===== config.mk =====
export PLATFORM = sky130hd
export DESIGN_NAME = serial_frame_core
export DESIGN_NICKNAME = d
export VERILOG_FILES = /design/src/rtl/serial_frame_pkg.sv /design/src/rtl/baud_prescaler.sv /design/src/rtl/serial_frame_core.sv
export SDC_FILE = /design/constraint.sdc
export NUM_CORES = 1
export LEC_CHECK = 0
export BUFFER_PORTS_ARGS = -buffer_cell sky130_fd_sc_hd__clkbuf_2
export CAP_MARGIN = 20
export CORE_ASPECT_RATIO = 1.75
export CORE_MARGIN = 4
export CORE_UTILIZATION = 50
export DETAILED_ROUTE_END_ITERATION = 10
export MAX_ROUTING_LAYER = met4
export PLACE_DENSITY = 0.81
export SYNTH_ARGS = -nofsm -noshare
export SYNTH_HDL_FRONTEND = slang
export SYNTH_SLANG_ARGS = --single-unit

===== constraint.sdc =====
create_clock -name sys_clk_in -period 2.3 [get_ports sys_clk_in]
set_input_delay 0.115 -clock sys_clk_in [delete_from_list [all_inputs] [get_ports sys_clk_in]]
set_output_delay 0.115 -clock sys_clk_in [all_outputs]
set_load 0.05 [all_outputs]

===== src/rtl/serial_frame_pkg.sv =====
// Package: register map, mode fields, status bits and frame helpers
package serial_frame_pkg;

   // Register byte offsets
   localparam logic [4:0] MODE_OFS   = 5'h00;
   localparam logic [4:0] TXDATA_OFS = 5'h04;
   localparam logic [4:0] RXDATA_OFS = 5'h08;
   localparam logic [4:0] STATUS_OFS = 5'h0C;
   localparam logic [4:0] MASK_OFS   = 5'h10;
   localparam logic [4:0] CTRL_OFS   = 5'h14;

   // Mode register field positions
   localparam int unsigned MODE_SYNC_BIT  = 7;
   localparam int unsigned MODE_CHAR7_BIT = 6;
   localparam int unsigned MODE_PAREN_BIT = 5;
   localparam int unsigned MODE_PODD_BIT  = 4;
   localparam int unsigned MODE_STOP2_BIT = 3;
   localparam int unsigned MODE_MULTI_BIT = 2;
   localparam int unsigned MODE_PRE_HI    = 1;
   localparam int unsigned MODE_PRE_LO    = 0;

   // Control register positions
   localparam int unsigned CTRL_MPB_BIT  = 0;
   localparam int unsigned CTRL_TXB_BIT  = 4;
   localparam int unsigned CTRL_RXB_BIT  = 5;
   localparam int unsigned CTRL_PEND_BIT = 6;

   // Status bits, shared by the mask register
   localparam int unsigned ST_TX_DONE = 0;
   localparam int unsigned ST_RX_FULL = 1;
   localparam int unsigned ST_PAR_ERR = 2;
   localparam int unsigned ST_FRM_ERR = 3;
   localparam int unsigned STATUS_W   = 4;

   // Reset values
   localparam logic [7:0] MODE_RESET   = 8'h00;
   localparam logic [7:0] TXHOLD_RESET = 8'hFF;
   localparam logic [8:0] RXDATA_RESET = 9'h000;

   // Prescaler terminal counts for divide by 1, 4, 16, 64
   localparam logic [5:0] PRE_LIM_1  = 6'h00;
   localparam logic [5:0] PRE_LIM_4  = 6'h03;
   localparam logic [5:0] PRE_LIM_16 = 6'h0F;
   localparam logic [5:0] PRE_LIM_64 = 6'h3F;

   // Bits in one clocked character
   localparam logic [3:0] SYNC_BITS = 4'h8;

   // Decoded frame format
   typedef struct packed {
      logic sync;
      logic len7;
      logic par_on;
      logic par_odd;
      logic stop2;
      logic multi_on;
   } frame_fmt_type;

   // Mode byte to effective format; clocked mode masks async-only fields
   function automatic frame_fmt_type decode_fmt(input logic [7:0] m);
      frame_fmt_type f;
      f.sync    = m[MODE_SYNC_BIT];
      f.len7    = !f.sync && m[MODE_CHAR7_BIT];
      f.multi_on = !f.sync && m[MODE_MULTI_BIT];
      f.par_on  = !f.sync && !f.multi_on && m[MODE_PAREN_BIT];
      f.par_odd = f.par_on && m[MODE_PODD_BIT];
      f.stop2   = !f.sync && m[MODE_STOP2_BIT];
      return f;
   endfunction

endpackage


===== src/rtl/baud_prescaler.sv =====
// Baud clock prescaler: one-cycle tick at the selected divide ratio
`timescale 1ns/1ps
module baud_prescaler (
   // Clock and reset
   input  wire logic       sys_clk_in,
   input  wire logic       arst_n_in,
   // Divide select code
   input  wire logic [1:0] prescale_sel_in,
   // Tick output
   output logic            tick_out
);

   logic [5:0] cnt_q;
   logic [5:0] lim_w;
   logic       hit_w;

   // Code to terminal count
   assign lim_w = (prescale_sel_in == 2'h0) ? serial_frame_pkg::PRE_LIM_1  :
                  (prescale_sel_in == 2'h1) ? serial_frame_pkg::PRE_LIM_4  :
                  (prescale_sel_in == 2'h2) ? serial_frame_pkg::PRE_LIM_16 :
                                              serial_frame_pkg::PRE_LIM_64;
   // Also wraps at once if the code shrinks mid-count
   assign hit_w = (cnt_q >= lim_w);

   // Free-running divider
   always_ff @(posedge sys_clk_in or negedge arst_n_in) begin
      if (!arst_n_in) begin
         cnt_q    <= 6'h00;
         tick_out <= 1'b0;
      end else begin
         cnt_q    <= hit_w ? 6'h00 : cnt_q + 6'h01;
         tick_out <= hit_w;
      end
   end
endmodule // baud_prescaler


===== src/rtl/serial_frame_core.sv =====
// Serial port core: mode register, frame transmitter, frame receiver
//
// Summary of operation
// - Mode bit 7 picks asynchronous (0) or clocked (1) operation.
// - Async bit 6 picks eight (0) or seven (1) data bits; clocked is eight.
// - Seven-bit characters never shift out bit 7 of the holding register.
// - Async parity enable adds a parity bit on send and checks it on receive.
// - Clocked mode never adds or checks parity.
// - Even sense: data plus parity carry an even count of ones; else error.
// - Odd sense: data plus parity carry an odd count of ones; else error.
// - Parity sense matters only with async parity enabled.
// - Async send ends with one stop bit of 1, or two when stop bit set.
// - Clocked mode sends no stop bits; stop setting ignored.
// - Receiver checks only the first stop bit position for framing.
// - Second position: 1 is a stop bit, 0 starts the next character.
// - Mode register reads and writes are accepted at any time.
// - Async multiprocessor format overrides parity settings; clocked ignores it.
// - Prescale code 00/01/10/11 divides the clock by 1/4/16/64.
`timescale 1ns/1ps
module serial_frame_core (
   // Clock and reset
   input  wire logic        sys_clk_in,
   input  wire logic        arst_n_in,
   // Avalon-MM slave
   input  wire logic [4:0]  avs_address_in,
   input  wire logic        avs_read_in,
   input  wire logic        avs_write_in,
   input  wire logic [31:0] avs_writedata_in,
   output logic [31:0]      avs_readdata_out,
   output logic             avs_waitrequest_out,
   // Serial pins
   input  wire logic        rxd_in,
   output logic             txd_out,
   output logic             sclk_out,
   // Interrupt
   output logic             irq_out
);

   typedef enum logic [1:0] {TX_IDLE = 2'b01, TX_SHIFT = 2'b10} tx_state_type;
   typedef enum logic [1:0] {RX_IDLE = 2'b01, RX_ACTIVE = 2'b10} rx_state_type;

   // Frame image, LSB first on the line; unused positions stay at 1
   function automatic logic [11:0] build_frame(input serial_frame_pkg::frame_fmt_type f,
                                               input logic [7:0] d, input logic mpb);
      logic [11:0] fr;
      logic [7:0]  de;
      logic        slot;
      de   = f.len7 ? {1'b0, d[6:0]} : d;
      slot = f.multi_on ? mpb : (^de ^ f.par_odd);
      fr   = 12'hFFF;
      if (f.sync) begin
         fr[7:0] = d;
      end else begin
         fr[0]   = 1'b0;
         fr[8:1] = f.len7 ? {1'b1, d[6:0]} : d;
         if (f.par_on || f.multi_on) begin
            fr[f.len7 ? 8 : 9] = slot;
         end
      end
      return fr;
   endfunction

   // Bit count of a frame; the receiver passes stop2 cleared
   function automatic logic [3:0] frame_len(input serial_frame_pkg::frame_fmt_type f);
      logic [3:0] n;
      if (f.sync) begin
         n = serial_frame_pkg::SYNC_BITS;
      end else begin
         n = f.len7 ? 4'h9 : 4'hA;
         if (f.par_on || f.multi_on) begin
            n = n + 4'h1;
         end
         if (f.stop2) begin
            n = n + 4'h1;
         end
      end
      return n;
   endfunction

   // Registers
   logic [7:0]                     mode_q;
   logic [7:0]                     tx_hold_q;
   logic [8:0]                     rx_data_q;
   logic [serial_frame_pkg::STATUS_W-1:0] status_q;
   logic [serial_frame_pkg::STATUS_W-1:0] mask_q;
   logic                           mpb_q;
   logic                           ack_q;
   logic                           tx_pend_q;
   tx_state_type                   tx_state_q;
   rx_state_type                   rx_state_q;
   serial_frame_pkg::frame_fmt_type tx_fmt_q;
   serial_frame_pkg::frame_fmt_type rx_fmt_q;
   logic [10:0]                    tx_shift_q;
   logic [3:0]                     tx_left_q;
   logic                           tx_phase_q;
   logic [10:0]                    rx_bits_q;
   logic [3:0]                     rx_cnt_q;
   logic                           rx_phase_q;

   // Decode wires
   serial_frame_pkg::frame_fmt_type fmt_w;
   serial_frame_pkg::frame_fmt_type rx_nostop_w;
   logic                           tick_w;
   logic                           wr_w;
   logic                           sel_mode_w;
   logic                           sel_tx_w;
   logic                           sel_st_w;
   logic                           sel_mask_w;
   logic                           sel_ctrl_w;
   logic [31:0]                    rd_mux_w;
   logic [11:0]                    frame_w;
   logic                           tx_load_w;
   logic                           tx_bit_end_w;
   logic                           tx_end_w;
   logic                           rx_start_w;
   logic                           rx_samp_w;
   logic                           rx_stop_w;
   logic [3:0]                     rx_last_w;
   logic [7:0]                     rx_byte_w;
   logic                           rx_slot_w;
   logic                           par_bad_w;
   logic                           sync_samp_w;
   logic                           sync_done_w;
   logic [serial_frame_pkg::STATUS_W-1:0] events_w;
   logic [serial_frame_pkg::STATUS_W-1:0] clear_w;

   // Baud tick from the prescale field
   baud_prescaler u_prescaler (
      .sys_clk_in      (sys_clk_in),
      .arst_n_in       (arst_n_in),
      .prescale_sel_in (mode_q[serial_frame_pkg::MODE_PRE_HI:serial_frame_pkg::MODE_PRE_LO]),
      .tick_out        (tick_w)
   );

   // Bus decode; a write lands at the edge where waitrequest is low
   assign fmt_w      = serial_frame_pkg::decode_fmt(mode_q);
   assign wr_w       = avs_write_in && ack_q;
   assign sel_mode_w = (avs_address_in == serial_frame_pkg::MODE_OFS);
   assign sel_tx_w   = (avs_address_in == serial_frame_pkg::TXDATA_OFS);
   assign sel_st_w   = (avs_address_in == serial_frame_pkg::STATUS_OFS);
   assign sel_mask_w = (avs_address_in == serial_frame_pkg::MASK_OFS);
   assign sel_ctrl_w = (avs_address_in == serial_frame_pkg::CTRL_OFS);
   assign clear_w    = (wr_w && sel_st_w) ? avs_writedata_in[serial_frame_pkg::STATUS_W-1:0]
                                          : '0;

   // Read mux; unmapped addresses read zero
   assign rd_mux_w =
      sel_mode_w ? {24'h00_0000, mode_q} :
      sel_tx_w   ? {24'h00_0000, tx_hold_q} :
      (avs_address_in == serial_frame_pkg::RXDATA_OFS) ? {23'h00_0000, rx_data_q} :
      sel_st_w   ? {28'h000_0000, status_q} :
      sel_mask_w ? {28'h000_0000, mask_q} :
      sel_ctrl_w ? {25'h000_0000, tx_pend_q, rx_state_q == RX_ACTIVE,
                    tx_state_q == TX_SHIFT, 3'h0, mpb_q} : 32'h0000_0000;

   // Transmit timing: each bit is two ticks; in clocked mode line clock low then high, async holds it high
   assign frame_w      = build_frame(fmt_w, tx_hold_q, mpb_q);
   assign tx_load_w    = tx_pend_q && (tx_state_q == TX_IDLE);
   assign tx_bit_end_w = (tx_state_q == TX_SHIFT) && tick_w && tx_phase_q;
   assign tx_end_w     = tx_bit_end_w && (tx_left_q == 4'h0);

   // Async receive: stop2 dropped so only the first stop is sampled
   assign rx_nostop_w = '{sync: rx_fmt_q.sync, len7: rx_fmt_q.len7, par_on: rx_fmt_q.par_on,
                          par_odd: rx_fmt_q.par_odd, stop2: 1'b0, multi_on: rx_fmt_q.multi_on};
   assign rx_last_w   = frame_len(rx_nostop_w) - 4'h1;
   assign rx_start_w  = (rx_state_q == RX_IDLE) && !fmt_w.sync && tick_w && !rxd_in;
   assign rx_samp_w   = (rx_state_q == RX_ACTIVE) && tick_w && rx_phase_q;
   assign rx_stop_w   = rx_samp_w && (rx_cnt_q == rx_last_w);
   assign rx_byte_w   = rx_fmt_q.len7 ? {1'b0, rx_bits_q[7:1]} : rx_bits_q[8:1];
   assign rx_slot_w   = rx_fmt_q.len7 ? rx_bits_q[8] : rx_bits_q[9];
   assign par_bad_w   = rx_fmt_q.par_on && (^rx_byte_w ^ rx_slot_w ^ rx_fmt_q.par_odd);

   // Clocked receive samples on the rising line clock of own transmission
   assign sync_samp_w = (tx_state_q == TX_SHIFT) && tx_fmt_q.sync && tick_w && !tx_phase_q
                        && (rx_state_q == RX_IDLE);
   assign sync_done_w = sync_samp_w && (rx_cnt_q == 4'h7);

   // Status events
   assign events_w[serial_frame_pkg::ST_TX_DONE] = tx_end_w;
   assign events_w[serial_frame_pkg::ST_RX_FULL] = rx_stop_w || sync_done_w;
   assign events_w[serial_frame_pkg::ST_PAR_ERR] = rx_stop_w && par_bad_w;
   assign events_w[serial_frame_pkg::ST_FRM_ERR] = rx_stop_w && !rxd_in;

   // Bus handshake: one wait cycle, read data registered with it
   always_ff @(posedge sys_clk_in or negedge arst_n_in) begin
      if (!arst_n_in) begin
         ack_q               <= 1'b0;
         avs_waitrequest_out <= 1'b1;
         avs_readdata_out    <= 32'h0000_0000;
      end else begin
         ack_q               <= (avs_read_in || avs_write_in) && !ack_q;
         avs_waitrequest_out <= !((avs_read_in || avs_write_in) && !ack_q);
         avs_readdata_out    <= rd_mux_w;
      end
   end

   // Software registers; no interlock with the shifters
   always_ff @(posedge sys_clk_in or negedge arst_n_in) begin
      if (!arst_n_in) begin
         mode_q    <= serial_frame_pkg::MODE_RESET;
         tx_hold_q <= serial_frame_pkg::TXHOLD_RESET;
         mask_q    <= '0;
         mpb_q     <= 1'b0;
         tx_pend_q <= 1'b0;
      end else begin
         if (wr_w && sel_mode_w) begin
            mode_q <= avs_writedata_in[7:0];
         end
         if (wr_w && sel_tx_w) begin
            tx_hold_q <= avs_writedata_in[7:0];
         end
         if (wr_w && sel_mask_w) begin
            mask_q <= avs_writedata_in[serial_frame_pkg::STATUS_W-1:0];
         end
         if (wr_w && sel_ctrl_w) begin
            mpb_q <= avs_writedata_in[serial_frame_pkg::CTRL_MPB_BIT];
         end
         // A new write in the load cycle keeps the pending flag set
         tx_pend_q <= (tx_pend_q && !tx_load_w) || (wr_w && sel_tx_w);
      end
   end

   // Sticky status, set beats clear; level interrupt
   always_ff @(posedge sys_clk_in or negedge arst_n_in) begin
      if (!arst_n_in) begin
         status_q <= '0;
         irq_out  <= 1'b0;
      end else begin
         status_q <= (status_q & ~clear_w) | events_w;
         irq_out  <= |(status_q & mask_q);
      end
   end

   // Transmitter; format frozen at load, but a mode write to the prescale field still retimes a frame in flight
   always_ff @(posedge sys_clk_in or negedge arst_n_in) begin
      if (!arst_n_in) begin
         tx_state_q <= TX_IDLE;
         tx_fmt_q   <= '0;
         tx_shift_q <= 11'h7FF;
         tx_left_q  <= 4'h0;
         tx_phase_q <= 1'b0;
         txd_out    <= 1'b1;
         sclk_out   <= 1'b1;
      end else if (tx_load_w) begin
         tx_state_q <= TX_SHIFT;
         tx_fmt_q   <= fmt_w;
         txd_out    <= frame_w[0];
         tx_shift_q <= frame_w[11:1];
         tx_left_q  <= frame_len(fmt_w) - 4'h1;
         tx_phase_q <= 1'b0;
         sclk_out   <= !fmt_w.sync;
      end else if (tx_end_w) begin
         tx_state_q <= TX_IDLE;
         txd_out    <= 1'b1;
         sclk_out   <= 1'b1;
      end else if ((tx_state_q == TX_SHIFT) && tick_w) begin
         tx_phase_q <= !tx_phase_q;
         sclk_out   <= !tx_fmt_q.sync || !tx_phase_q;
         if (tx_phase_q) begin
            txd_out    <= tx_shift_q[0];
            tx_shift_q <= {1'b1, tx_shift_q[10:1]};
            tx_left_q  <= tx_left_q - 4'h1;
         end
      end
   end

   // Receiver; a false start bit drops back to idle
   always_ff @(posedge sys_clk_in or negedge arst_n_in) begin
      if (!arst_n_in) begin
         rx_state_q <= RX_IDLE;
         rx_fmt_q   <= '0;
         rx_bits_q  <= 11'h000;
         rx_cnt_q   <= 4'h0;
         rx_phase_q <= 1'b0;
         rx_data_q  <= serial_frame_pkg::RXDATA_RESET;
      end else if (tx_load_w && fmt_w.sync && (rx_state_q == RX_IDLE)) begin
         rx_cnt_q <= 4'h0;
      end else if (sync_samp_w) begin
         rx_bits_q[rx_cnt_q + 4'h1] <= rxd_in;
         rx_cnt_q <= rx_cnt_q + 4'h1;
         if (sync_done_w) begin
            rx_data_q <= {1'b0, rxd_in, rx_bits_q[7:1]};
         end
      end else if (rx_start_w) begin
         rx_state_q <= RX_ACTIVE;
         rx_fmt_q   <= fmt_w;
         rx_cnt_q   <= 4'h0;
         rx_phase_q <= 1'b1;
      end else if ((rx_state_q == RX_ACTIVE) && tick_w) begin
         rx_phase_q <= !rx_phase_q;
         if (rx_phase_q) begin
            rx_bits_q[rx_cnt_q] <= rxd_in;
            rx_cnt_q <= rx_cnt_q + 4'h1;
            if ((rx_cnt_q == 4'h0) && rxd_in) begin
               rx_state_q <= RX_IDLE;
            end
            if (rx_stop_w) begin
               rx_state_q <= RX_IDLE;
               rx_data_q  <= {rx_fmt_q.multi_on && rx_slot_w, rx_byte_w};
            end
         end
      end
   end
endmodule // serial_frame_core


# --- Yosys cells after proc, flatten, opt, wreduce, memory -nomap -nowiden ---
# Index checks and enable logic that the tools add are counted.
word_totals:
  register_bits: 98
  input_bits: 42
  output_inout_bits: 36
op_classes:
  add_sub_neg: 8
  magnitude_cmp: 7
  n_eq_ne: 16
  n_mux: 81
  bitwise: 9
  n_reduce_logical: 83
op_table:
  columns: ["operator", "n"]
  rows:
  - ["two-way mux 11 bit", 8]
  - ["two-way mux 9 bit", 9]
  - ["two-way mux 4 bit", 19]
  - ["logical AND 1 bit", 39]
  - ["two-way mux 8 bit", 4]
  - ["two-way mux 6 bit", 4]
  - ["bitwise mux 11 bit", 2]
  - ["two-way mux 7 bit", 3]
  - ["two-way mux 1 bit", 18]
  - ["two-way mux 2 bit", 9]
  - ["adder 4 x 1 -> 4 bit, second input constant", 4]
  - ["nonzero test 2 bit", 8]
  - ["XOR reduction 8 bit", 2]
  - ["< comparator 4 x 5 -> 1 bit, second input constant", 3]
  - ["bitwise mux 12 bit", 1]
  - ["demux 1 bit (select 4 bit)", 3]
  - [">= comparator 4 x 1 -> 1 bit, second input constant", 3]
  - ["two-way mux 12 bit", 1]
  - ["subtractor 4 x 1 -> 4 bit, second input constant", 3]
  - ["equality test 5 x 4 -> 1 bit, second input constant", 2]
  - ["equality test 5 bit, second input constant", 2]
  - ["logical NOT 1 bit", 9]
  - ["AND reduction 3 bit", 3]
  - ["nonzero test 3 bit", 3]
  - ["24 further kinds", 42]

# --- Longest topological paths before layout ---
# Gate-level depths: netlist of run 1.
logic_depth:
  ltp_word: 15
  mapped_depth: 11

# --- Modules after synthesis ---
# From an unflattened synthesis of run 1, not the netlist that was laid out.
hier_totals:
  cells_unflattened: 503
  hier_area_um2: 5149.9
by_module_without_submodules:
  columns: ["module", "instances", "cells_per_inst", "area_each_um2"]
  rows:
  - ["serial_frame_core", 1, 459, 4703.3]
  - ["baud_prescaler", 1, 44, 446.7]

# --- Worst setup path after synthesis of run 1 ---
# No wires, ideal clock.
synth_timing:
  kind: "flip-flop to flip-flop"
  startpoint: "register rx_fmt_q[3] (netlist bit)"
  endpoint: "register rx_data_q[8]"
  setup_ps: 76
  arrival_time_ps: 2287
  t_required_ps: 2224
  setup_slack_ps: -63
  stages_incl_launch_ff: 11
  path_buffers: 0
  synth_period_minus_slack_ps: 2363
  cell_sequence: "dfrtp_1 nor2_1 ha_1 nor2_1 inv_1 ha_1 xor2_1 nand2_1 or3_1 or4b_1 o21ai_1"
synth_between:
  elab_chain_cells: 8
synth_lines:
  columns: ["item", "line", "rtl"]
  rows:
  - ["from (decl)", "serial_frame_core.sv:92", "serial_frame_pkg::frame_fmt_type rx_fmt_q;"]
  - ["from (signal assigned)", "serial_frame_core.sv:286", "rx_fmt_q <= fmt_w;"]
  - ["logical OR 1 bit", "serial_frame_core.sv:70", "if (f.par_on || f.multi_on) begin"]
  - ["two-way mux 4 bit", "serial_frame_core.sv:70", null]
  - ["two-way mux 4 bit", "serial_frame_core.sv:66", "if (f.sync) begin"]
  - ["subtractor 4 x 1 -> 4 bit", "serial_frame_core.sv:165", "assign rx_last_w = frame_len(rx_nostop_w) - 4'h1;"]
  - ["equality test 4 bit", "serial_frame_core.sv:168", "assign rx_stop_w = rx_samp_w && (rx_cnt_q == rx_last_w);"]
  - ["logical AND 1 bit", "serial_frame_core.sv:168", null]
  - ["nonzero test 2 bit (no source line)", null, null]
  - ["AND reduction 6 bit (no source line)", null, null]
  - ["to (signal assigned)", "serial_frame_core.sv:275", "rx_data_q <= serial_frame_pkg::RXDATA_RESET;"]
  - ["to (signal assigned)", "serial_frame_core.sv:282", "rx_data_q <= {1'b0, rxd_in, rx_bits_q[7:1]};"]
  - ["to (signal assigned)", "serial_frame_core.sv:299", "rx_data_q <= {rx_fmt_q.multi_on && rx_slot_w, rx_byte_w};"]
  - ["to (decl)", "serial_frame_core.sv:83", "logic [8:0] rx_data_q;"]
# No other way between the ends.
# A chain may end at the register's enable or synchronous reset.

# --- Worst setup path after layout of run 1 ---
layout_timing:
  startpoint: "register rx_fmt_q[3] (netlist bit)"
  endpoint: "register rx_data_q[0]"
# Same word-level chain as after synthesis.

==> results of run 1 <==
[stage by stage]
| step | utilization | setup TNS (ps) | setup slack (ps) | hold slack, ps | area [um^2] |
|---|---|---|---|---|---|
| final | 0.590 | -1610 | -201 | 27.5 | 5890 |
| after global routing | 0.590 | -2650 | -282 | 23.0 | 5890 |
| after CTS | 0.586 | -603 | -131 | 21.7 | 5840 |
| after detailed placement | 0.553 | -551 | -188 | 157 | 5510 |
| after global placement | 0.553 | -72.5 | -36.1 | 145 | 5510 |
| after floorplan | - | -9.21 | -9.21 | -181 | 5260 |
[registers in the layout, summed over array words and instances (netlist names), 2 cells and up]
name               count
avs_readdata_out       9
mask_q                 4
mode_q                 8
rx_bits_q              9
rx_cnt_q               4
rx_data_q              9
rx_fmt_q               5
rx_state_q             2
status_q               4
tx_hold_q              8
tx_left_q              4
tx_shift_q             9
tx_state_q             2
u_prescaler.cnt_q      6
[cell usage after synthesis, drive strengths merged, types with 3 or more instances]
master / n
a211oi: 6
a21o: 8
a21oi: 36
a221oi: 4
a222oi: 3
a22o: 4
a22oi: 5
and2: 4
buf: 30
clkbuf: 10
dfrtp: 72
dfstp: 22
ha: 18
inv: 17
mux2: 36
mux2i: 10
nand2: 46
nand2b: 7
nand3: 15
nand4: 9
nor2: 38
nor2b: 3
nor3: 7
o21ai: 37
or2: 4
xnor2: 20
xor2: 6
[cells by family after synthesis]
group	Yosys count	synth area share
other cells	1	0.000726
xor+xnor	27	0.0484
buf+inv	57	0.0610
mux	46	0.0979
fa+ha+maj	18	0.0436
flops	94	0.461
compound gates	117	0.141
simple gates	150	0.147
[routing by layer]
layer | GRT usage | vias to the layer above | share of wire
li1 | - | 1887 | -
met1 | 0.208 | 2009 | 0.36
met2 | 0.372 | 145 | 0.55
met3 | 0.0295 | 49 | 0.038
met4 | 0.115 | 0 | 0.050
met5 | - | - | 0
[worst max path at each step]
| stage | to | slack (ps) | from |
|---|---|---|---|
| 2_1_floorplan | rx_data_q[8]$_DFFE_PN0P_ | -9 | rx_fmt_q[3]$_DFFE_PN0P_ |
| 4_1_cts | rx_data_q[8]$_DFFE_PN0P_ | -130 | rx_fmt_q[0]$_DFFE_PN0P_ |
| 3_3_place_gp | rx_data_q[8]$_DFFE_PN0P_ | -40 | rx_fmt_q[3]$_DFFE_PN0P_ |
| 3_5_place_dp | tx_left_q[2]$_DFFE_PN0P_ | -190 | mode_q[7]$_DFFE_PN0P_ |
| 6_report | rx_data_q[0]$_DFFE_PN0P_ | -200 | rx_fmt_q[3]$_DFFE_PN0P_ |
| 5_1_grt | rx_data_q[0]$_DFFE_PN0P_ | -280 | rx_fmt_q[3]$_DFFE_PN0P_ |
[report_power, final]
part / leakage [nW] / switching, mW / internal (mW)
clock network: 0.137 / 0.620 / 0.769
registers: 1.18 / 0.302 / 1.95
logic: 1.34 / 0.987 / 0.747
[timing repair]
action,in CTS,in global routing
resized for setup,6,6
endpoints found under the setup margin,12,18
hold endpoints to repair,41,0
setup buffers,2,3
pin swaps,5,4
hold buffers,1,0
[cell type report]
cell class,count,area [um^2],area share
multi-input cells,381,2610,0.443
flip-flops and latches,94,2380,0.404
repair buffers,61,400,0.0680
clock buffers,12,246,0.0419
well taps,125,156,0.0266
inverters,17,63.8,0.0108
clock inverters,4,31.3,0.00531
[critical path, cell delays in order, from the launching register on]
cell and delay [ps]:
dfrtp_1 380, nor2_1 130, ha_1 250, nor2_2 130, inv_2 60, ha_4 260
xor2_1 130, nand2_1 100, o32ai_1 320, buf_4 260, mux2_2 360
==> flow_summary.json, run 1 <==
{
  "status": "complete, but fails checks",
  "violations": "negative setup slack",
  "holdPathEnd": "tx_hold_q[4]$_DFFE_PN1P_",
  "reg2regPathDepth": 10,
  "core_um2": 9970,
  "wirelength_um": 12100,
  "p_per_area_nw_per_um2": 913,
  "synth_top_area_frac": 0.349,
  "fin_crit_sh": 1.09,
  "worstHoldStart": "avs_writedata_in[4]",
  "die_x_um": 84.8,
  "yosys.area.top_type": "dfrtp_1",
  "gp_congestion": 0.903,
  "die_area_um2": 12100,
  "arrival_ps": 2720,
  "numPortBuffers": 30,
  "drtIter0Drc": 266,
  "synthArstFlopShare": 1.00,
  "antenna_found_initial": 0,
  "synthTopCellsByArea": "dfrtp_1, dfstp_2, mux2_2",
  "crit_fanout": 11,
  "finalNonFillerCells": 694,
  "root_buffer": "clkbuf_16",
  "grt.total_usage": 0.205,
  "finClkSkew_ps": 8.00,
  "fill_cells": 828,
  "reg2reg_to": "rx_data_q[0]$_DFFE_PN0P_",
  "synth.distinct_cells": 58,
  "hpwl_um": 8960,
  "r2r_slack_ps": -200,
  "grt_overflow": 0,
  "placed_cells": 672,
  "grt_pass1_vias": 4040,
  "nNetsFinal": 624,
  "ir_worst_vdd_mv": 0.582,
  "grt_max_degree": 51,
  "cts_tree": "yes",
  "area_growth_pct": 14.0,
  "ys_ff_latch": 94,
  "layout_common_cells": "dfrtp_1, nand2_1, nor2_1, a21oi_1, mux2_2",
  "crit_type": "flop to flop",
  "yosys_warnings": 0,
  "fin_crit_ps": 2500,
  "rows": 48,
  "grt_pass1_wl_um": 19200,
  "antenna_left": 0,
  "cp-start-kind": "flop",
  "cts_max_path_buffers": 2,
  "synth_edf_count": 0,
  "crit_required_ps": 2520,
  "cp-end-kind": "flop",
  "start_util": 0.518,
  "ys_seq_area_frac": 0.461,
  "tightest_slew_ps": 685,
  "max_slew_margin": 0.539,
  "numCtsBuffers": 9,
  "drive_gt1_frac": 0.258,
  "wl_per_cell_um": 17.4,
  "vias_per_cell": 5.89,
  "n_antenna_cell": 0,
  "p_total_mw": 5.37,
  "setup_viol": 11,
  "reg2reg_from": "rx_fmt_q[3]$_DFFE_PN0P_",
  "synth-main-ff-cell": "dfrtp_1",
  "syn_area_per_cell_um2": 10.1,
  "fmax_mhz": 400,
  "rsz0062_at_grt": "true",
  "firstDrtPassIters": 5,
  "cts.sinks": 94,
  "worst_slack_ps": -201,
  "worstSkewPairLatency_ps": 340,
  "report.final.slew_viol_count": 0,
  "htreeDepth": 3,
  "dr_total_vias": 4090,
  "synth_area_um2": 5160,
  "hold_depth": 2,
  "drc": 0,
  "path_clk_slew_ps": 60,
  "p_leak_nw": 2.66,
  "hold_class": "input pin to flop",
  "netlist_instances": 510,
  "finalHoldViolCount": 0,
  "maxCapViolCount": 0,
  "final_common_cell": "dfrtp_1",
  "pin_count": 78,
  "fp.dieH_um": 142
}
No activity file was read; power rests on OpenSTA's default activity.
==> inputs of run 2 (changes only) <==
--- a/config.mk
+++ b/config.mk
@@ -8,8 +8,8 @@
 export BUFFER_PORTS_ARGS = -buffer_cell sky130_fd_sc_hd__clkbuf_2
 export CAP_MARGIN = 20
 export CORE_ASPECT_RATIO = 1.75
-export CORE_MARGIN = 4
 export CORE_UTILIZATION = 50
+export CTS_BUF_LIST = sky130_fd_sc_hd__clkbuf_8
 export DETAILED_ROUTE_END_ITERATION = 10
 export MAX_ROUTING_LAYER = met4
 export PLACE_DENSITY = 0.81
==> run 2 against run 1 <==
The flow still finishes with violations (negative setup slack); total power shrank 6.6%; register-to-register slack better by 70 ps; highest routed layer unchanged; combinational power is essentially flat; cell count is 1.2% higher; clock power decreased by 26%; flip-flop and latch count stayed put; final area shrank 0.62%; via count down 0.54%; global-route usage up 4.0 points; routed wire length down 0.94%; maximum frequency rose by 2.8%; utilization decreased by 0.36 points.
==> flow_summary.json, run 2 (synthesized netlist as in run 1, its figures left out) <==
{
  "status": "complete, but fails checks",
  "violations": "negative setup slack",
  "core_um2": 9970,
  "layout_common_cells": "dfrtp_1, nand2_1, nor2_1, a21oi_1, mux2_2",
  "fin_crit_ps": 2430,
  "placed_cells": 675,
  "crit_path_start": "rx_fmt_q[3]$_DFFE_PN0P_",
  "worstSkewPairLatency_ps": 370,
  "finalHoldViolCount": 0,
  "arrival_ps": 2730,
  "hold_depth": 3,
  "p_total_mw": 5.02,
  "antenna_left": 0,
  "dr_total_vias": 4068,
  "tns_ps": -1130,
  "hold_class": "input pin to flop",
  "grt.total_usage": 0.245,
  "fp.dieH_um": 136,
  "cts.sinks": 94,
  "utilization": 0.587,
  "fill_cells": 892,
  "finClkSkew_ps": 10.3,
  "pin_count": 78,
  "fin_crit_sh": 1.06,
  "multi_input_area_um2": 2600,
  "root_buffer": "clkbuf_8",
  "setup_viol": 12,
  "vias_per_cell": 5.79,
  "drive_gt1_frac": 0.260,
  "antenna_found_initial": 0,
  "cts_tree": "yes",
  "max_slew_margin": 0.539,
  "cts_max_path_buffers": 2,
  "hold_slack_ps": 21.1,
  "wirelength_um": 12000,
  "start_util": 0.518,
  "rows": 48,
  "tightest_slew_ps": 685,
  "crit_type": "flop to flop",
  "numCtsBuffers": 9,
  "ir_worst_vdd_mv": 0.558,
  "final_common_cell": "dfrtp_1",
  "report.final.slew_viol_count": 0,
  "maxCapViolCount": 0,
  "crit_required_ps": 2600,
  "firstDrtPassIters": 5,
  "drtIter0Drc": 367,
  "wl_per_cell_um": 17.0,
  "hpwl_um": 9060,
  "grt_max_degree": 49,
  "endpoint": "rx_data_q[8]$_DFFE_PN0P_",
  "drc": 0,
  "finalNonFillerCells": 702,
  "die_area_um2": 10800,
  "p_per_area_nw_per_um2": 858,
  "reg2reg_from": "rx_fmt_q[3]$_DFFE_PN0P_",
  "n_antenna_cell": 0,
  "nNetsFinal": 632,
  "cp-start-kind": "flop",
  "grt_pass1_vias": 4104,
  "p_leak_nw": 2.66,
  "gp_congestion": 0.910,
  "reg2reg_to": "rx_data_q[8]$_DFFE_PN0P_",
  "area_growth_pct": 13.3,
  "htreeDepth": 3,
  "numPortBuffers": 30,
  "crit_fanout": 3,
  "reg2regPathDepth": 10,
  "r2r_slack_ps": -130,
  "fmax_mhz": 411,
  "grt_overflow": 0,
  "seqCellArea_um2": 2380,
  "cp-end-kind": "flop",
  "grt_pass1_wl_um": 19400,
  "worst_slack_ps": -133,
  "path_clk_slew_ps": 90,
  "rsz0062_at_grt": "true",
  "die_x_um": 78.8
}
run 2: final cells by class:
| type | count | area share |
|---|---|---|
| Inverter | 17 | 0.0109 |
| Clock inverter | 6 | 0.00791 |
| Sequential cell | 94 | 0.407 |
| Tap cell | 125 | 0.0267 |
| Multi-Input combinational cell | 381 | 0.444 |
| Clock buffer | 10 | 0.0235 |
| Timing Repair Buffer | 69 | 0.0804 |
run 2: report_power, final:
| group | internal (mW) | total, mW | switching (mW) |
|---|---|---|---|
| sequential | 1.95 | 2.25 | 0.301 |
| combinational | 0.759 | 1.75 | 0.986 |
| clock | 0.428 | 1.03 | 0.600 |
| total | 3.13 | 5.02 | 1.89 |
run 2: how the worst min path moves through the flow:
| stage | from | to | slack, ps |
|---|---|---|---|
| 2_1_floorplan | arst_n_in | ack_q$_DFF_PN0_ | -180 |
| 5_1_grt | avs_writedata_in[1] | tx_hold_q[1]$_DFFE_PN1P_ | 30 |
| 6_report | avs_writedata_in[1] | mode_q[1]$_DFFE_PN0P_ | 20 |
| 4_1_cts | avs_writedata_in[1] | mode_q[1]$_DFFE_PN0P_ | 10 |
| 3_3_place_gp | arst_n_in | mode_q[4]$_DFFE_PN0P_ | 20 |
| 3_5_place_dp | arst_n_in | mode_q[4]$_DFFE_PN0P_ | 30 |
run 2: worst max-delay path, stage by stage (launching register included):
cell	delay, ps
dfrtp_1	410
nor2_1	130
ha_1	250
nor2_2	120
inv_2	60
ha_4	260
xor2_1	130
nand2_1	100
or3_4	350
or4b_1	470
o21ai_1	80
run 2: per-stage QoR:
stage,worst slack [ps],cell area (um^2)
after detailed placement,-115,5540
final,-133,5850
after global placement,-35.7,5540
after CTS,-106,5820
after global routing,-202,5850
after floorplan,-9.21,5260
run 2: repair_timing:
item                                    CTS  global route
endpoints found under the setup margin   11            12
hold buffers                              5             0
resized for setup                         5             4
buffers inserted                          4             2
endpoints found under the hold margin    73             0
pin swaps                                 4             5
run 2: per-layer routing:
layer | share of wire | GRT usage | up-vias
met2 | 0.53 | 0.432 | 136
met4 | 0.060 | 0.157 | 0
met3 | 0.034 | 0.0409 | 66
li1 | - | - | 1893
met5 | 0 | - | -
met1 | 0.37 | 0.247 | 1973
==> inputs of run 3 (changes only) <==
--- a/config.mk
+++ b/config.mk
@@ -9,10 +9,10 @@
 export CAP_MARGIN = 20
 export CORE_ASPECT_RATIO = 1.75
 export CORE_UTILIZATION = 50
-export CTS_BUF_LIST = sky130_fd_sc_hd__clkbuf_8
+export CTS_BUF_LIST = sky130_fd_sc_hd__clkbuf_4
 export DETAILED_ROUTE_END_ITERATION = 10
 export MAX_ROUTING_LAYER = met4
-export PLACE_DENSITY = 0.81
+export PLACE_DENSITY_LB_ADDON = 0.05
 export SYNTH_ARGS = -nofsm -noshare
 export SYNTH_HDL_FRONTEND = slang
 export SYNTH_SLANG_ARGS = --single-unit
==> run 3 against run 2 <==
The flow still finishes with violations (negative setup slack); non-clock buffer count is 10 higher; total power is 4.2% lower; clock power is 22% lower; sequential power hardly changed; cell count is 1.6% higher; clock skew is 7.3 ps higher; first-iteration DRC count is 61% lower; critical endpoint unchanged.
==> flow_summary.json, run 3 (synthesized netlist as in run 1, its figures left out) <==
{
  "core_um2": 9970,
  "crit_required_ps": 2670,
  "fp.dieH_um": 136,
  "crit_chain": "nor2_2 > ha_1 > nor2_2 > inv_2 > ha_4 > xor2_1 > nand2_1 > or3_4 > or4b_1 > o21ai_1",
  "report.final.slew_viol_count": 0,
  "pin_count": 78,
  "finClkSkew_ps": 17.6,
  "hpwl_um": 9220,
  "grt_max_degree": 53,
  "final_common_cell": "dfrtp_1",
  "max_slew_margin": 0.503,
  "cts_max_path_buffers": 2,
  "fmax_mhz": 420,
  "hold_class": "input pin to flop",
  "die_x_um": 78.8,
  "p_leak_nw": 2.67,
  "met3_usage": 0.0396,
  "drc": 0,
  "slowest_stage": "or4b_1",
  "tightest_slew_ps": 738,
  "crit_type": "flop to flop",
  "vias_per_cell": 5.57,
  "fin_crit_ps": 2380,
  "clkPwrFrac": 0.168,
  "grtUsageMet2": 0.462,
  "numPortBuffers": 30,
  "drtIter0Drc": 142,
  "gp_congestion": 0.818,
  "root_buffer": "clkbuf_4",
  "p_switching_mw": 1.83,
  "setup_viol": 9,
  "switching_share": 0.381,
  "htreeDepth": 3,
  "die_area_um2": 10800,
  "hold_depth": 2,
  "rsz0062_at_grt": "true",
  "reg2reg_to": "rx_data_q[8]$_DFFE_PN0P_",
  "dr_total_vias": 3970,
  "grt_use_met1": 0.274,
  "p_per_area_nw_per_um2": 816,
  "antenna_left": 0,
  "grt_overflow": 0,
  "firstDrtPassIters": 6,
  "p_int_mw": 2.98,
  "cts.sinks": 94,
  "p_comb_frac": 0.372,
  "antenna_found_initial": 1,
  "numCtsBuffers": 9,
  "utilization": 0.591,
  "busiest_layer": "met2",
  "reg2regPathDepth": 10,
  "tns_ps": -190,
  "worst_slack_ps": -79.0,
  "arrival_ps": 2750,
  "fin_crit_sh": 1.03,
  "layout_common_cells": "dfrtp_1, nand2_1, a21oi_1, buf_4",
  "crit_fanout": 2,
  "grt.total_usage": 0.255,
  "cts_tree": "yes",
  "grt_pass1_vias": 4001,
  "maxCapViolCount": 0,
  "rows": 48,
  "worstSkewPairLatency_ps": 440,
  "wirelength_um": 12200,
  "status": "complete, but fails checks",
  "area_growth_pct": 14.0,
  "crit_top_cell": "nor2_2",
  "holdPathEnd": "status_q[3]$_DFF_PN0_",
  "cp-start-kind": "flop",
  "nNetsFinal": 642,
  "ir_worst_vdd_mv": 0.545,
  "sequentialPowerShare": 0.461,
  "grt_pass1_wl_um": 20000,
  "wl_per_cell_um": 17.2,
  "violations": "negative setup slack",
  "r2r_slack_ps": -80,
  "cp-end-kind": "flop",
  "path_clk_slew_ps": 150,
  "start_util": 0.518,
  "drive_gt1_frac": 0.264,
  "max_stage_delay_ps": 470,
  "reg2reg_from": "rx_fmt_q[3]$_DFFE_PN0P_",
  "finalHoldViolCount": 0,
  "worstHoldStart": "rxd_in"
}
==> run 3: changes by cell type in the layout (fill, tap and decap cells not counted), moves of 2 or more <==
cell           previous run  this run
buf_4                    34        36
buf_6                     0         2
clkbuf_4                  0        11
clkbuf_8                 10         0
clkinv_4                  3         0
clkinvlp_4                1         3
dlygate4sd3_1             5        11
==> run 3: per-stage QoR <==
stage | instances | total power [mW] | setup WS, ps | hold WS (ps) | area (um^2)
3_3_place_gp | 678 | 3.92 | -38.6 | 144 | 5560
2_1_floorplan | 532 | 3.47 | -9.21 | -181 | 5260
3_5_place_dp | 678 | 3.96 | -100 | 144 | 5560
5_1_grt | 713 | 5.11 | -222 | 68.6 | 5890
6_report | 713 | 4.81 | -79.0 | 66.0 | 5890
4_1_cts | 711 | 4.81 | -133 | 54.5 | 5850
==> run 3: cell type report <==
| type | instances | area (um^2) |
|---|---|---|
| Timing Repair Buffer | 79 | 568 |
| Sequential cell | 94 | 2380 |
| Clock inverter | 5 | 35.0 |
| Multi-Input combinational cell | 381 | 2600 |
| Antenna cell | 1 | 2.50 |
| Inverter | 17 | 63.8 |
| Fill cell | 903 | 4080 |
| Clock buffer | 11 | 82.6 |
| Tap cell | 125 | 156 |
==> run 3: power by group through the flow <==
stage | clock [mW] | combinational, mW | sequential, mW
global route | 0.896 | 1.95 | 2.26
CTS | 0.838 | 1.76 | 2.21
finish | 0.806 | 1.79 | 2.22
detailed placement | 0 | 1.71 | 2.24
global placement | 0 | 1.68 | 2.24
floorplan | 0 | 1.24 | 2.23
==> run 3: worst max-delay path: cells and delay by family (launching register included) <==
family	cells	cell delay (ps)
buf+inv	1	60
compound gates	1	80
xor+xnor	1	140
simple gates	5	1130
flops	1	410
fa+ha+maj	2	500
==> run 3: metal layers <==
| layer | wire (um) | up-vias | part of all wire |
|---|---|---|---|
| met1 | 4830 | 1950 | 0.39 |
| met3 | 281 | 20 | 0.023 |
| met5 | 0 | - | 0 |
| li1 | - | 1925 | - |
| met4 | 329 | 0 | 0.027 |
| met2 | 6810 | 75 | 0.56 |
==> run 3: how the worst max path moves through the flow <==
stage	from	cells after the start	slack, ps	to
after global placement	rx_fmt_q[3]$_DFFE_PN0P_	10	-40	rx_data_q[8]$_DFFE_PN0P_
after global routing	rx_fmt_q[3]$_DFFE_PN0P_	10	-220	rx_data_q[4]$_DFFE_PN0P_
after CTS	rx_fmt_q[0]$_DFFE_PN0P_	10	-130	rx_data_q[8]$_DFFE_PN0P_
after detailed placement	rx_fmt_q[3]$_DFFE_PN0P_	10	-100	rx_data_q[8]$_DFFE_PN0P_
after floorplan	rx_fmt_q[3]$_DFFE_PN0P_	10	-9	rx_data_q[8]$_DFFE_PN0P_
final	rx_fmt_q[3]$_DFFE_PN0P_	10	-80	rx_data_q[8]$_DFFE_PN0P_
==> run 3: repair_timing <==
item / CTS / global route
setup endpoints to repair: 9 / 16
setup buffers: 6 / 1
hold endpoints to repair: 53 / 0
gates cloned: 0 / 0
hold buffers: 11 / 0
pin swaps: 7 / 6
resized for setup: 5 / 7
